**config.mk**
```make
export PLATFORM = sky130hd
export DESIGN_NAME = reset_and_clock_sequencer
export DESIGN_NICKNAME = d
export VERILOG_FILES = /design/src/rst_clk_pkg.sv /design/src/internal_clock_enable.sv /design/src/reset_and_clock_sequencer.sv
export SDC_FILE = /design/constraint.sdc
export NUM_CORES = 1
export LEC_CHECK = 0
export ABC_AREA = 1
export BUFFER_PORTS_ARGS = -buffer_cell sky130_fd_sc_hd__buf_2
export CAP_MARGIN = 5
export CORE_UTILIZATION = 53
export CTS_CLUSTER_SIZE = 8
export DETAILED_ROUTE_END_ITERATION = 12
export PLACE_DENSITY = 0.9
export SLEW_MARGIN = 30
export SYNTH_ARGS = -nofsm -noshare
export SYNTH_HDL_FRONTEND = slang
export SYNTH_SLANG_ARGS = --single-unit
```
**constraint.sdc**
```tcl
create_clock -name clk -period 2 [get_ports clk]
set_input_delay 0.2 -clock clk [delete_from_list [all_inputs] [get_ports clk]]
set_output_delay 0.2 -clock clk [all_outputs]
set_load 0.1 [all_outputs]
```
**src/rst_clk_pkg.sv**
```systemverilog
// Shared constants and carriers for the reset and clock sequencer
package rst_clk_pkg;

  // Oscillator source selection held in the option setting
  typedef enum logic [2:0] {
    SRC_EXTERNAL = 3'h0,
    SRC_RES0 = 3'h1,
    SRC_RES1 = 3'h2,
    SRC_RES2 = 3'h3,
    SRC_RES3 = 3'h4,
    SRC_INTERNAL_RC = 3'h5
  } osc_source_t;

  // Nonvolatile option setting as seen by this block
  typedef struct packed {
    osc_source_t source;
    logic doubler_en;
    logic long_delay;
  } option_t;

  // Reset source requests
  typedef struct packed {
    logic ext_pin;
    logic low_supply;
    logic watchdog;
  } rst_sources_t;

  // Reset vector location
  localparam logic [15:0] RESET_VECTOR_LO = 16'hFFFE;
  localparam logic [15:0] RESET_VECTOR_HI = 16'hFFFF;

  // Delay phase and fetch lengths in CPU clock cycles
  localparam int SHORT_DELAY_CYCLES = 256;
  localparam int LONG_DELAY_CYCLES = 4096;
  localparam int FETCH_CYCLES = 2;

  // Clock and pin timing
  localparam int CLK_PERIOD_NS = 8;
  localparam int MIN_INPUT_PULSE_NS = 40;
  localparam int MIN_OUTPUT_LOW_NS = 160;
  localparam int MIN_INPUT_PULSE_CYCLES =
    (MIN_INPUT_PULSE_NS + CLK_PERIOD_NS - 1) / CLK_PERIOD_NS;
  localparam int MIN_OUTPUT_LOW_CYCLES =
    (MIN_OUTPUT_LOW_NS + CLK_PERIOD_NS - 1) / CLK_PERIOD_NS;

  // Doubler input range in kHz
  localparam int DOUBLER_MIN_KHZ = 2000;
  localparam int DOUBLER_MAX_KHZ = 4000;

endpackage

```
**src/internal_clock_enable.sv**
```systemverilog
// Internal clock enable: oscillator quartered, or passed at full rate
`timescale 1ns/1ps
`default_nettype none
module internal_clock_enable
  import rst_clk_pkg::*;
(
  // Clock and reset
  input wire logic clk,
  input wire logic sys_rst,
  // Oscillator tick and configuration
  input wire logic osc_tick,
  input wire logic doubler_active,
  // Internal clock enable
  output logic cpu_tick
);

  logic [1:0] phase;
  logic [1:0] next_phase;
  logic next_cpu_tick;

  // The CPU tick is the internal clock after a fixed halving. Doubled,
  // that is the oscillator rate; halved instead, a quarter of it, so
  // the two settings keep their factor of four
  always_comb begin
    next_phase = phase;
    next_cpu_tick = 1'b0;
    if (osc_tick) begin
      if (doubler_active) begin
        next_cpu_tick = 1'b1;
      end else begin
        next_phase = phase + 2'h1;
        next_cpu_tick = (phase == 2'h3);
      end
    end
  end

  always_ff @(posedge clk) begin
    if (sys_rst) begin
      phase <= 2'h0;
      cpu_tick <= 1'b0;
    end else begin
      phase <= next_phase;
      cpu_tick <= next_cpu_tick;
    end
  end

endmodule
`default_nettype wire

```
**src/reset_and_clock_sequencer.sv**
```systemverilog
// Reset sequencer with open-drain reset pin and clock source selection
`timescale 1ns/1ps
`default_nettype none
module reset_and_clock_sequencer
  import rst_clk_pkg::*;
#(
  parameter int SHORT_DELAY = SHORT_DELAY_CYCLES,
  parameter int LONG_DELAY = LONG_DELAY_CYCLES,
  parameter int IN_PULSE = MIN_INPUT_PULSE_CYCLES,
  parameter int OUT_LOW = MIN_OUTPUT_LOW_CYCLES
)(
  // Clock and reset
  input wire logic clk,
  input wire logic sys_rst,
  // Option setting
  input wire option_t option,
  // Oscillator ticks, one per source, and the doubler range flag
  input wire logic ext_clk_tick,
  input wire logic [3:0] resonator_tick,
  input wire logic rc_tick,
  input wire logic doubler_in_range,
  // Internal reset sources
  input wire logic low_supply_detector,
  input wire logic watchdog_reset,
  // Reset pin, open drain
  input wire logic reset_pin_in,
  output logic reset_pin_out,
  output logic reset_pin_oe,
  // Vector fetch bus
  input wire logic [7:0] fetch_data,
  output logic fetch_req,
  output logic [15:0] fetch_addr,
  // Sequencer results
  output logic cpu_reset,
  output logic [15:0] reset_vector,
  output logic vector_valid,
  output logic [3:0] resonator_run,
  output logic doubler_active,
  output logic cpu_tick,
  output logic config_error
);

  localparam int CW = $clog2(LONG_DELAY + 1);
  localparam int PW = $clog2(OUT_LOW + IN_PULSE + 1);

  initial begin
    if (SHORT_DELAY < 1 || LONG_DELAY < SHORT_DELAY) begin
      $error("Delay counts out of range");
    end
    if (IN_PULSE < 1 || OUT_LOW < 1) begin
      $error("Pin timing counts out of range");
    end
  end

  typedef enum logic [2:0] {
    ST_ACTIVE,
    ST_DELAY,
    ST_FETCH_HI,
    ST_FETCH_LO,
    ST_RUN
  } seq_state_t;

  seq_state_t state;
  seq_state_t next_state;
  logic [CW-1:0] delay_cnt;
  logic [CW-1:0] next_delay_cnt;
  logic [PW-1:0] pin_low_cnt;
  logic [PW-1:0] next_pin_low_cnt;
  logic [PW-1:0] stretch_cnt;
  logic [PW-1:0] next_stretch_cnt;
  logic [15:0] next_reset_vector;
  logic next_vector_valid;
  logic next_reset_pin_out;
  logic next_reset_pin_oe;
  logic next_fetch_req;
  logic [15:0] next_fetch_addr;
  logic next_cpu_reset;
  logic [3:0] next_resonator_run;
  logic next_doubler_active;
  logic next_config_error;
  logic osc_tick;
  logic ext_seen;
  logic pin_low;
  logic any_source;
  logic [CW-1:0] delay_end;

  // Source selection: one tick stream feeds the internal clock
  always_comb begin
    unique case (option.source)
      SRC_EXTERNAL: osc_tick = ext_clk_tick;
      SRC_RES0: osc_tick = resonator_tick[0];
      SRC_RES1: osc_tick = resonator_tick[1];
      SRC_RES2: osc_tick = resonator_tick[2];
      SRC_RES3: osc_tick = resonator_tick[3];
      SRC_INTERNAL_RC: osc_tick = rc_tick;
      default: osc_tick = 1'b0;
    endcase
  end

  internal_clock_enable u_clk_en (
    .clk(clk),
    .sys_rst(sys_rst),
    .osc_tick(osc_tick),
    .doubler_active(doubler_active),
    .cpu_tick(cpu_tick)
  );

  // The pin is sampled at clk, which stands for the always-running
  // detection path; it does not depend on the CPU tick
  assign pin_low = ~reset_pin_in;
  // A low we are driving ourselves is not an external request
  assign ext_seen = pin_low && !reset_pin_oe &&
                    (pin_low_cnt >= PW'(IN_PULSE - 1));
  assign any_source = ext_seen || low_supply_detector ||
                      watchdog_reset;
  assign delay_end = option.long_delay ? CW'(LONG_DELAY - 1) :
                     CW'(SHORT_DELAY - 1);

  // Pin watch: width of an external low and the stretch that follows
  always_comb begin
    next_pin_low_cnt = pin_low_cnt;
    next_stretch_cnt = stretch_cnt;

    // External low width measured only while the line is not ours
    if (pin_low && !reset_pin_oe) begin
      if (pin_low_cnt != '1) begin
        next_pin_low_cnt = pin_low_cnt + 1'b1;
      end
    end else begin
      next_pin_low_cnt = '0;
    end

    // Stretch: keep the pin low for the rest of the minimum low time,
    // so a pulse already longer than that gets nothing added
    if (ext_seen) begin
      if (pin_low_cnt + 1'b1 < PW'(OUT_LOW)) begin
        next_stretch_cnt = PW'(OUT_LOW) - pin_low_cnt - 1'b1;
      end else begin
        next_stretch_cnt = '0;
      end
    end else if (stretch_cnt != '0) begin
      next_stretch_cnt = stretch_cnt - 1'b1;
    end
  end

  always_comb begin
    next_state = state;
    next_delay_cnt = delay_cnt;
    next_reset_vector = reset_vector;
    next_vector_valid = vector_valid;
    next_fetch_req = 1'b0;
    next_fetch_addr = fetch_addr;
    next_cpu_reset = cpu_reset;

    unique case (state)
      ST_ACTIVE: begin
        next_cpu_reset = 1'b1;
        next_vector_valid = 1'b0;
        next_delay_cnt = '0;
        if (!any_source && next_stretch_cnt == '0) begin
          next_state = ST_DELAY;
        end
      end
      ST_DELAY: begin
        if (cpu_tick) begin
          next_delay_cnt = delay_cnt + 1'b1;
        end
        if (cpu_tick && delay_cnt == delay_end) begin
          next_state = ST_FETCH_HI;
          next_fetch_req = 1'b1;
          next_fetch_addr = RESET_VECTOR_LO;
        end
      end
      ST_FETCH_HI: begin
        // Fetch spans two CPU ticks, high byte first
        if (cpu_tick) begin
          next_reset_vector[15:8] = fetch_data;
          next_state = ST_FETCH_LO;
          next_fetch_req = 1'b1;
          next_fetch_addr = RESET_VECTOR_HI;
        end else begin
          next_fetch_req = 1'b1;
        end
      end
      ST_FETCH_LO: begin
        if (cpu_tick) begin
          next_reset_vector[7:0] = fetch_data;
          next_vector_valid = 1'b1;
          next_cpu_reset = 1'b0;
          next_state = ST_RUN;
        end else begin
          next_fetch_req = 1'b1;
        end
      end
      ST_RUN: begin
      end
    endcase

    // Any active source restarts the whole sequence and its counter
    if (any_source) begin
      next_state = ST_ACTIVE;
      next_delay_cnt = '0;
      next_cpu_reset = 1'b1;
      next_vector_valid = 1'b0;
      next_fetch_req = 1'b0;
    end
  end

  // Pin drive: internal sources, stretch and the delay phase pull low
  always_comb begin
    next_reset_pin_out = 1'b0;
    next_reset_pin_oe = low_supply_detector || watchdog_reset ||
                        (next_stretch_cnt != '0) ||
                        next_state == ST_DELAY;
  end

  // Clock configuration; the doubler is refused for the RC source
  // and outside its input range
  always_comb begin
    next_doubler_active = option.doubler_en && doubler_in_range &&
                          option.source != SRC_INTERNAL_RC;
    next_config_error = option.doubler_en &&
                        option.source == SRC_INTERNAL_RC;
    next_resonator_run = '0;
    unique case (option.source)
      SRC_RES0: next_resonator_run = 4'h1;
      SRC_RES1: next_resonator_run = 4'h2;
      SRC_RES2: next_resonator_run = 4'h4;
      SRC_RES3: next_resonator_run = 4'h8;
      default: next_resonator_run = 4'h0;
    endcase
  end

  always_ff @(posedge clk) begin
    if (sys_rst) begin
      pin_low_cnt <= '0;
      stretch_cnt <= '0;
    end else begin
      pin_low_cnt <= next_pin_low_cnt;
      stretch_cnt <= next_stretch_cnt;
    end
  end

  always_ff @(posedge clk) begin
    if (sys_rst) begin
      state <= ST_ACTIVE;
      delay_cnt <= '0;
      reset_vector <= 16'h0000;
      vector_valid <= 1'b0;
      fetch_req <= 1'b0;
      fetch_addr <= 16'h0000;
      cpu_reset <= 1'b1;
    end else begin
      state <= next_state;
      delay_cnt <= next_delay_cnt;
      reset_vector <= next_reset_vector;
      vector_valid <= next_vector_valid;
      fetch_req <= next_fetch_req;
      fetch_addr <= next_fetch_addr;
      cpu_reset <= next_cpu_reset;
    end
  end

  always_ff @(posedge clk) begin
    if (sys_rst) begin
      reset_pin_out <= 1'b0;
      reset_pin_oe <= 1'b1;
    end else begin
      reset_pin_out <= next_reset_pin_out;
      reset_pin_oe <= next_reset_pin_oe;
    end
  end

  always_ff @(posedge clk) begin
    if (sys_rst) begin
      resonator_run <= 4'h0;
      doubler_active <= 1'b0;
      config_error <= 1'b0;
    end else begin
      resonator_run <= next_resonator_run;
      doubler_active <= next_doubler_active;
      config_error <= next_config_error;
    end
  end

endmodule
`default_nettype wire

```
==> metrics, run 1 <==
Overall Global Routing Usage=between 20% and 30%; Ports=69; Die Span Y=74.3 um; Gate Count Post-Synth=382; worst setup margin=between 0.15 and 0.2 ns; RSZ-0062 raised after global routing=false; Placed Area=3090 um^2; layout cell share with drive strength beyond 1=26.9%; Leak=between 1.5 and 2 nW; multi-input logic area=1330 um^2; yosys warns=0; Sequential Area=about 1100 um^2; initial DRC count=around 140; drt wl/cell=11.6 um; CP Data Required Time=~2.3 ns; CP max FO=8; drt drc=0; largest net degree at the start of global routing=22; Post-synth ARST share=0%; post-synth top area share=approximately two fifths; MaxCap Viol Count=0; CTS tree=yes; achievable clock frequency=543 MHz; Worst Tran Pin Value=0.493 ns; via count=2642; Syn Std Cell Area=2770 um^2; Die X=approximately 74 um; clock-pin slew of the registers on the worst-case setup and hold paths=0.06 ns; diode count=0; grt ovf=0; starting density of the core=a little under three fifths; CTS buffer count=9; max incr delay on CP=~0.37 ns; Sink Count=57; Final period util=slightly above 90%; CP max stage cell=dfxtp_2; dpl ws=0.191 ns; crit path cell chain=inv_1 > ha_1 > nand2_1 > nand3_2 > nand2_4 > inv_2 > nor2_4 > inv_2 > nor2_4 > clkinvlp_4 > nor3_1; Detailed Routing Iterations Pass 1=4; antenna violations before repair=0; Cell variety after synth=34; Detail Placement HPWL=approximately 4.4 mm; total core area=4880 um^2; worst ir drop on vdd=621 uV; largest cells by area after synthesis=dfxtp_1 41%, nor2_1 9.5%, nand2_1 8.0%; I/O Buffers=67; Mapped Nets=about 420; Root Buffer=clkbuf_8; wire length of the first global-routing pass=slightly below 10 mm; endpoints failing hold=0; Syn-to-layout area delta=19.6%; Slew Viols, Final=0; vias in the first global route=2443; # setup viols final=0; PD cells=832 nW/um^2; minimum clock period=~1.8 ns; Hold-fix buffers, CTS=0; Core Rows=25; Clock Skew=around 0.0084 ns; fin nets=480; EDFF count, synth=0; Synth Register Bits=57; htree depth=3; Final GP Congestion=0.852; CP delay by family, top=simple AND/OR/NAND/NOR gates; worst path bufs/invs=4; status=finished clean; sequential area share after synthesis=approximately two fifths; Die ar.=5530 um^2; Setup crit end kind=flop; Worst Path Arrival=2.09 ns; setup total negative slack=0 ns; Via density=5.11; HP Class=in2reg; slew margin rel.=66.9%; area leader, netlist=dfxtp_1; Final Instance Area=3320 um^2; Primary FF master, synth=dfxtp_1; fillers=between 400 and 500; clk buf depth=2; CP Launch Type=flop; CP Class=reg2reg; PnR Total Power=2.76 mW; Worst-Skew Late Latency=0.34 ns; routed wire length=6.00 mm; Mapped Avg Cell Area=just over 7 um^2; DRT antenna net count=0
[path summary, 6_finish.rpt]
path | from | end | slack (ns) | cells past startpoint
max | pin_low_cnt[0]$_SDFFE_PP0P_ | delay_cnt[4]$_SDFFE_PP0P_ | 0.16 | 11
min | option[4] | resonator_run[0]$_SDFF_PP0_ | 0.1 | 2
max reg2reg | pin_low_cnt[0]$_SDFFE_PP0P_ | delay_cnt[4]$_SDFFE_PP0P_ | 0.16 | 11
min reg2reg | vector_valid$_SDFFE_PP0P_ | vector_valid$_SDFFE_PP0P_ | 0.46 | 2
[final cells by class]
type	instances	area share (%)
well taps	67	2.53
flip-flops and latches	57	34.5
inverters	49	5.66
repair buffers	73	11.5
clock inverters	5	1.70
clock buffers	10	4.15
multi-input cells	256	40.0
[worst reg2reg max path: stages, from the launching register on]
cell and delay [ns]:
dfxtp_2 0.37, inv_1 0.08, ha_1 0.19, nand2_1 0.07, nand3_2 0.09, nand2_4 0.11, inv_2 0.07, nor2_4 0.09
inv_2 0.08, nor2_4 0.20, clkinvlp_4 0.22, nor3_1 0.19
[kinds of logic after synthesis]
family	count (synthesis)	share of synthesized area, %
simple gates	185	30.8
buf+inv	69	11.4
flops	57	41.1
compound gates	56	10.9
fa+ha+maj	9	4.06
xor+xnor	5	1.58
other cells	1	0.135
[flip-flops by register name, summed over array words and instances (netlist names)]
| signal | count |
|---|---|
| fetch_addr | 2 |
| cpu_reset | 1 |
| reset_vector | 16 |
| u_clk_en.phase | 2 |
| config_error | 1 |
| reset_pin_oe | 1 |
| vector_valid | 1 |
| resonator_run | 4 |
| doubler_active | 1 |
| u_clk_en.cpu_tick | 1 |
| stretch_cnt | 5 |
| fetch_req | 1 |
| pin_low_cnt | 5 |
| delay_cnt | 13 |
| state | 3 |
[cells in the mapped netlist, types with 2 or more instances]
cell type,instances
clkbuf_1,4
nand2_2,4
a21oi_1,20
nor2_2,5
nor2_1,70
ha_1,9
nor4_1,3
nand3_1,16
buf_4,15
nand4_1,7
nor3_1,10
o21ai_0,28
nand3_2,2
nand2_1,59
inv_2,5
dfxtp_1,57
nor2_4,5
inv_1,43
nor3_2,2
xor2_1,4
[metrics by stage]
stage          cells  util, %  hold WS (ns)
4_1_cts          515     67.3        0.0826
2_1_floorplan    382        -         0.272
3_3_place_gp     500     63.4         0.428
3_5_place_dp     500     63.4         0.438
5_1_grt          517     68.0        0.0941
6_report         517     68.0        0.0972
[cell usage in the layout (no fill, tap or decap), types with 6 or more instances in the layout]
| master | n |
|---|---|
| nor2_1 | 70 |
| buf_2 | 67 |
| nand2_1 | 59 |
| dfxtp_1 | 53 |
| inv_1 | 42 |
| o21ai_0 | 28 |
| a21oi_1 | 20 |
| nand3_1 | 16 |
| clkbuf_8 | 10 |
| nor3_1 | 9 |
| ha_1 | 9 |
| nand4_1 | 7 |
| buf_4 | 6 |
[layer usage]
metal / share of wire [%] / vias up / global-route usage, %
li1: - / 1338 / -
met1: 42 / 1192 / 26.7
met2: 49 / 97 / 40.9
met3: 5.8 / 15 / 5.42
met4: 2.8 / 0 / 14.7
met5: 0 / - / 0
[where the power goes]
part / total [mW] / switching (mW) / leakage (nW) / internal [mW]
Sequential: 1.21 / 0.0324 / 0.463 / 1.18
Combinational: 0.495 / 0.321 / 1.04 / 0.174
Clock: 1.05 / 0.455 / 0.0981 / 0.599
[timing repair]
item,CTS,global route
buffers inserted,0,2
setup endpoints to repair,0,1
resized for setup,0,6
Note: power is estimated with default switching activity, not from simulation.
==> run 2, diff against run 1 <==
==> constraint.sdc (replaced) <==
create_clock -name clk -period 1.9 [get_ports clk]
set_input_delay 0.19 -clock clk [delete_from_list [all_inputs] [get_ports clk]]
set_output_delay 0.19 -clock clk [all_outputs]
set_load 0.1 [all_outputs]
==> run 2 against run 1 <==
  * Design area grew 3.6%
  * Clock-buffer cell count shrank 1
  * Largest power group is now the clock network
  * Clock power grew 22%
  * Highest routed layer unchanged
  * Combinational power grew 12%
  * Total power grew 12%
  * Sequential share of layout area shrank 0.92 points
  * Largest cell class unchanged
  * Worst setup slack lost 0.087 ns
  * Via count grew 2.3%
==> metrics, run 2 (synthesis gave the netlist of run 1 again) <==
status=finished clean; Hold-fix buffers, CTS=0 (unchanged); HP Class=in2reg; Core Rows=25 (unchanged); PnR Total Power=3.10 mW (+12%); I/O Buffers=67 (unchanged); DRT antenna net count=0 (unchanged); post-layout utilization of the core=70.5% (+2.5 points); most common cell after layout, fill and taps aside=nor2_1; clock-pin slew of the registers on the worst-case setup and hold paths=0.08 ns (+0.02 ns); diode count=0 (unchanged); largest net degree at the start of global routing=22 (unchanged); Slew Viols, Final=0 (unchanged); Clock Skew=0.0159 ns (+0.00742 ns); CP Launch Type=flop; fin nets=488 (+1.7%); Worst Tran Pin Value=0.502 ns (+0.00889 ns); Crit. Startpoint=pin_low_cnt[3]$_SDFFE_PP0P_; Detailed Routing Iterations Pass 1=4 (unchanged); layout cell share with drive strength beyond 1=30.1% (+3.2 points); routed wire length=6.69 mm (+11%); MaxCap Viol Count=0 (unchanged); Worst-Skew Late Latency=0.35 ns (about the same); CP max FO=8 (unchanged); via count=2703 (+2.3%); CP Class=reg2reg; R2R Path Start=pin_low_cnt[3]$_SDFFE_PP0P_; crit path cell chain=inv_4 > ha_2 > nand2_1 > nand3_2 > nand2_4 > inv_4 > nor2_4 > inv_4 > nor2_4 > clkinvlp_4 > buf_6 > nor2_2; vias in the first global route=2446 (+0.12%); CP max stage cell=dfxtp_4; minimum clock period=1.83 ns (-0.0132 ns); Die Span Y=74.3 um (unchanged); most used cell, CP=inv_4; achievable clock frequency=547 MHz (+0.72%); drt wl/cell=12.7 um (+9.5%); total core area=4880 um^2 (unchanged); Sink Count=57 (unchanged); Root Buffer=clkbuf_8; starting density of the core=56.8% (unchanged); setup total negative slack=0 ns (unchanged); hold_sp=option[3]; fillers=373 (-9.0%); PD cells=903 nW/um^2 (+8.5%); CTS tree=yes; Die X=74.3 um (unchanged); Overall Global Routing Usage=24.1% (+0.33 points); Final Instance Area=3440 um^2 (+3.6%); initial DRC count=117 (-19%); endpoints failing hold=0 (unchanged); Setup crit end kind=flop; commonest cells after routing, fill and taps aside=69 x nor2_1, 67 x buf_2, 59 x nand2_1; htree depth=3 (unchanged); Final GP Congestion=0.896 (+5.2%); Final period util=96.2% (+4.2 points); slew margin rel.=66.3% (-0.60 points); Die ar.=5530 um^2 (unchanged); Via density=5.14 (+0.56%); # setup viols final=0 (unchanged); Detail Placement HPWL=4.52 mm (+1.6%); Largest register FFs=16 (unchanged); Placed Area=3090 um^2 (about the same); max incr delay on CP=0.39 ns (+0.02 ns); drt drc=0 (unchanged); Worst Path Arrival=2.13 ns (+0.04 ns); Reg with most FFs=reset_vector; Leak=1.65 nW (+3.0%); CTS buffer count=9 (unchanged); biggest regs=reset_vector x16, delay_cnt x13; Final Hold Slack=0.0684 ns (-0.0288 ns); clk buf depth=2 (unchanged); Syn-to-layout area delta=24.0%; CP Data Required Time=2.20 ns (-0.05 ns); antenna violations before repair=0 (unchanged); worst ir drop on vdd=566 uV (-8.9%); Ports=69 (unchanged); grt ovf=0 (unchanged); wire length of the first global-routing pass=10.1 mm (+1.4%)
run 2: changes by cell type in the layout (fill, tap and decap cells not counted), sizes merged:
cell,before,now
bufinv,1,2
clkbuf,10,9
buf,73,81
clkinvlp,2,3
inv,47,49
clkinv,4,2
run 2: cell type report:
cell class / count / area (um^2) / share of cell area (%)
clock buffer: 9 / 124 / 3.60
clock inverter: 7 / 101 / 2.95
inverter: 49 / 195 / 5.68
multi-input combinational: 256 / 1330 / 38.8
sequential: 57 / 1160 / 33.6
tap: 67 / 83.8 / 2.44
timing repair buffer: 81 / 444 / 12.9
run 2: path summary, 6_finish.rpt:
kind / cells after the start / slack (ns) / endpoint
hold reg to reg: 2 / 0.48 / cpu_reset$_SDFFE_PP1P_
setup / recovery: 12 / 0.07 / delay_cnt[10]$_SDFFE_PP0P_
setup reg to reg: 12 / 0.07 / delay_cnt[10]$_SDFFE_PP0P_
hold / removal: 2 / 0.07 / resonator_run[0]$_SDFF_PP0_
run 2: critical path, delay by kind of cell, from the launching register on:
kind                     cells  cell delay, ns
AND/OR/NAND/NOR              6            0.70
buffers and inverters        5            0.54
flip-flops                   1            0.39
adder cells (fa/ha/maj)      1            0.15
run 2: where the power goes:
part / switching, mW / internal (mW)
clock network: 0.529 / 0.748
logic: 0.364 / 0.192
registers: 0.0345 / 1.24
total: 0.927 / 2.18
run 2: metal layers:
metal	wire length, um	track usage, %	vias to the layer above
li1	-	-	1362
met1	2710	26.4	1216
met2	3400	42.9	104
met3	387	5.69	21
met4	189	13.4	0
met5	0	0	-
run 2: repair_timing:
item                       4_1_cts  5_1_grt
setup buffers                    0       10
setup endpoints to repair        0       11
gates resized for setup          0       20
run 2: through the flow:
stage / std cells / worst slack [ns]
after floorplan: 382 / 0.103
after CTS: 516 / 0.0516
after detailed placement: 500 / 0.0696
final: 526 / 0.0714
after global routing: 526 / -0.0448
after global placement: 500 / 0.192
==> run 3, diff against run 2 <==
--- a/config.mk
+++ b/config.mk
@@ -9,6 +9,7 @@
 export BUFFER_PORTS_ARGS = -buffer_cell sky130_fd_sc_hd__buf_2
 export CAP_MARGIN = 5
 export CORE_UTILIZATION = 53
+export CTS_BUF_LIST = sky130_fd_sc_hd__clkbuf_16
 export CTS_CLUSTER_SIZE = 8
 export DETAILED_ROUTE_END_ITERATION = 12
 export PLACE_DENSITY = 0.9
==> run 3 against run 2 <==
  * Worst setup slack got worse by 0.030 ns
  * Via count rose by 5.0%
  * Global-route usage rose by 2.1 points
  * Clock skew fell by 0.0071 ns
  * Wire length rose by 9.4%
  * Highest routed layer unchanged
==> metrics, run 3 (synthesis gave the netlist of run 1 again) <==
status=finished clean; Reg with most FFs=reset_vector; vias in the first global route=2490 (+1.8%); worst ir drop on vdd=719 uV (+27%); Largest register FFs=16 (unchanged); Final Hold Slack=0.0867 ns (+0.0183 ns); most common cell after layout, fill and taps aside=nor2_1; endpoints failing hold=0 (unchanged); # setup viols final=0 (unchanged); Core Rows=25 (unchanged); drt wl/cell=13.9 um (+9.0%); Detail Placement HPWL=4.52 mm (unchanged); commonest cells after routing, fill and taps aside=68 x nor2_1, 67 x buf_2, 58 x nand2_1; Setup crit end kind=flop; Slew Viols, Final=0 (unchanged); Final GP Congestion=0.896 (unchanged); CP max stage cell=dfxtp_4; achievable clock frequency=538 MHz (-1.6%); drt drc=0 (unchanged); total core area=4880 um^2 (unchanged); starting density of the core=56.8% (unchanged); CTS tree=yes; Final period util=97.8% (+1.6 points); Clock Skew=0.00871 ns (-0.00715 ns); antenna violations before repair=0 (unchanged); max incr delay on CP=0.38 ns (about the same); hold_sp=option[3]; R2R Path Start=pin_low_cnt[1]$_SDFFE_PP0P_; htree depth=3 (unchanged); MaxCap Viol Count=0 (unchanged); fillers=345 (-7.5%); Worst-Skew Late Latency=0.33 ns (-0.02 ns); placed cell count=500 (unchanged); clk buf depth=2 (unchanged); layout cell share with drive strength beyond 1=31.0% (+0.95 points); Die Span Y=74.3 um (unchanged); I/O Buffers=67 (unchanged); Worst Path Arrival=2.13 ns (about the same); grt ovf=0 (unchanged); largest net degree at the start of global routing=22 (unchanged); crit path cell chain=inv_2 > ha_2 > nand2_2 > nand3_2 > nand2_4 > inv_4 > nor2_4 > inv_4 > nor2_4 > clkinvlp_4 > buf_6 > nor2_2; CP Data Required Time=2.18 ns (-0.02 ns); DRT antenna net count=0 (unchanged); Detailed Routing Iterations Pass 1=4 (unchanged); depth of the worst hold-timing path=2 (unchanged); R2R Setup Slk=0.04 ns (-0.03 ns); Hold-fix buffers, CTS=0 (unchanged); Via density=5.37 (+4.6%); Worst Tran Pin Value=0.519 ns (+0.0170 ns); minimum clock period=1.86 ns (+0.0305 ns); clock-pin slew of the registers on the worst-case setup and hold paths=0.06 ns (-0.02 ns); PD cells=1010 nW/um^2 (+12%); fin nets=490 (+0.41%); CP Class=reg2reg; wire length of the first global-routing pass=10.8 mm (+7.0%); Overall Global Routing Usage=26.2% (+2.1 points); Finished Layout Cells=528 (+0.38%); Leak=1.71 nW (+3.3%); diode count=0 (unchanged); Die X=74.3 um (unchanged); HP Class=in2reg; Syn-to-layout area delta=28.9%; Root Buffer=clkbuf_16; hold worst-path end=resonator_run[0]$_SDFF_PP0_; slew margin rel.=65.1% (-1.1 points); initial DRC count=137 (+17%); CTS buffer count=9 (unchanged); Ports=69 (unchanged); via count=2837 (+5.0%); Sink Count=57 (unchanged); R2R Path End=delay_cnt[10]$_SDFFE_PP0P_; biggest regs=reset_vector x16, delay_cnt x13; Reg2Reg Depth=12 (unchanged); Die ar.=5530 um^2 (unchanged); CP Launch Type=flop; CP max FO=8 (unchanged); routed wire length=7.31 mm (+9.4%)
==> run 3: final cells by class <==
class,instances,area [um^2],area share [%]
sequential,57,1160,32.3
tap,67,83.8,2.34
clock buffer,9,225,6.30
timing repair buffer,83,463,12.9
inverter,49,195,5.46
clock inverter,7,101,2.83
multi-input combinational,256,1350,37.8
==> run 3: metal layers <==
layer,wire [um],vias to the layer above,track usage (%)
met4,178,0,15.1
met2,3770,126,45.4
met1,2950,1327,28.5
li1,-,1366,-
met3,415,18,7.72
met5,0,-,0
==> run 3: worst max-delay path, delay by kind of cell, from the launching register on <==
kind                     cells  cell delay [ns]
AND/OR/NAND/NOR              6             0.70
flip-flops                   1             0.38
adder cells (fa/ha/maj)      1             0.16
buffers and inverters        5             0.56
==> run 3: stage by stage <==
stage / worst slack (ns) / utilization (%) / setup TNS [ns] / power [mW] / cell area [um^2]
2_1_floorplan: 0.103 / - / 0 / 1.70 / 2780
3_3_place_gp: 0.192 / 63.4 / 0 / 1.79 / 3090
6_report: 0.0409 / 73.3 / 0 / 3.62 / 3580
5_1_grt: -0.0573 / 73.3 / -0.208 / 3.75 / 3580
4_1_cts: 0.0151 / 70.1 / 0 / 3.56 / 3420
3_5_place_dp: 0.0696 / 63.4 / 0 / 1.81 / 3090
==> run 3: worst max-delay path by stage <==
stage | from | to | slack [ns] | depth (start not counted)
after floorplan | fetch_addr[14]$_SDFFE_PP0P_ | fetch_addr[10] | 0.10 | 1
after global placement | pin_low_cnt[0]$_SDFFE_PP0P_ | delay_cnt[11]$_SDFFE_PP0P_ | 0.19 | 11
after detailed placement | pin_low_cnt[0]$_SDFFE_PP0P_ | delay_cnt[11]$_SDFFE_PP0P_ | 0.07 | 11
after CTS | pin_low_cnt[0]$_SDFFE_PP0P_ | delay_cnt[11]$_SDFFE_PP0P_ | 0.02 | 11
after global routing | pin_low_cnt[3]$_SDFFE_PP0P_ | delay_cnt[10]$_SDFFE_PP0P_ | -0.06 | 12
final | pin_low_cnt[1]$_SDFFE_PP0P_ | delay_cnt[10]$_SDFFE_PP0P_ | 0.04 | 12
==> run 3: timing repair <==
| action | 4_1_cts | 5_1_grt |
|---|---|---|
| gates resized for setup | 0 | 24 |
| endpoints found under the setup margin | 0 | 11 |
| endpoints found under the hold margin | 0 | 0 |
| setup buffers | 0 | 12 |
==> run 3: power breakdown <==
group,internal [mW],switching (mW)
Sequential,1.24,0.0358
Combinational,0.200,0.385
Clock,1.16,0.604
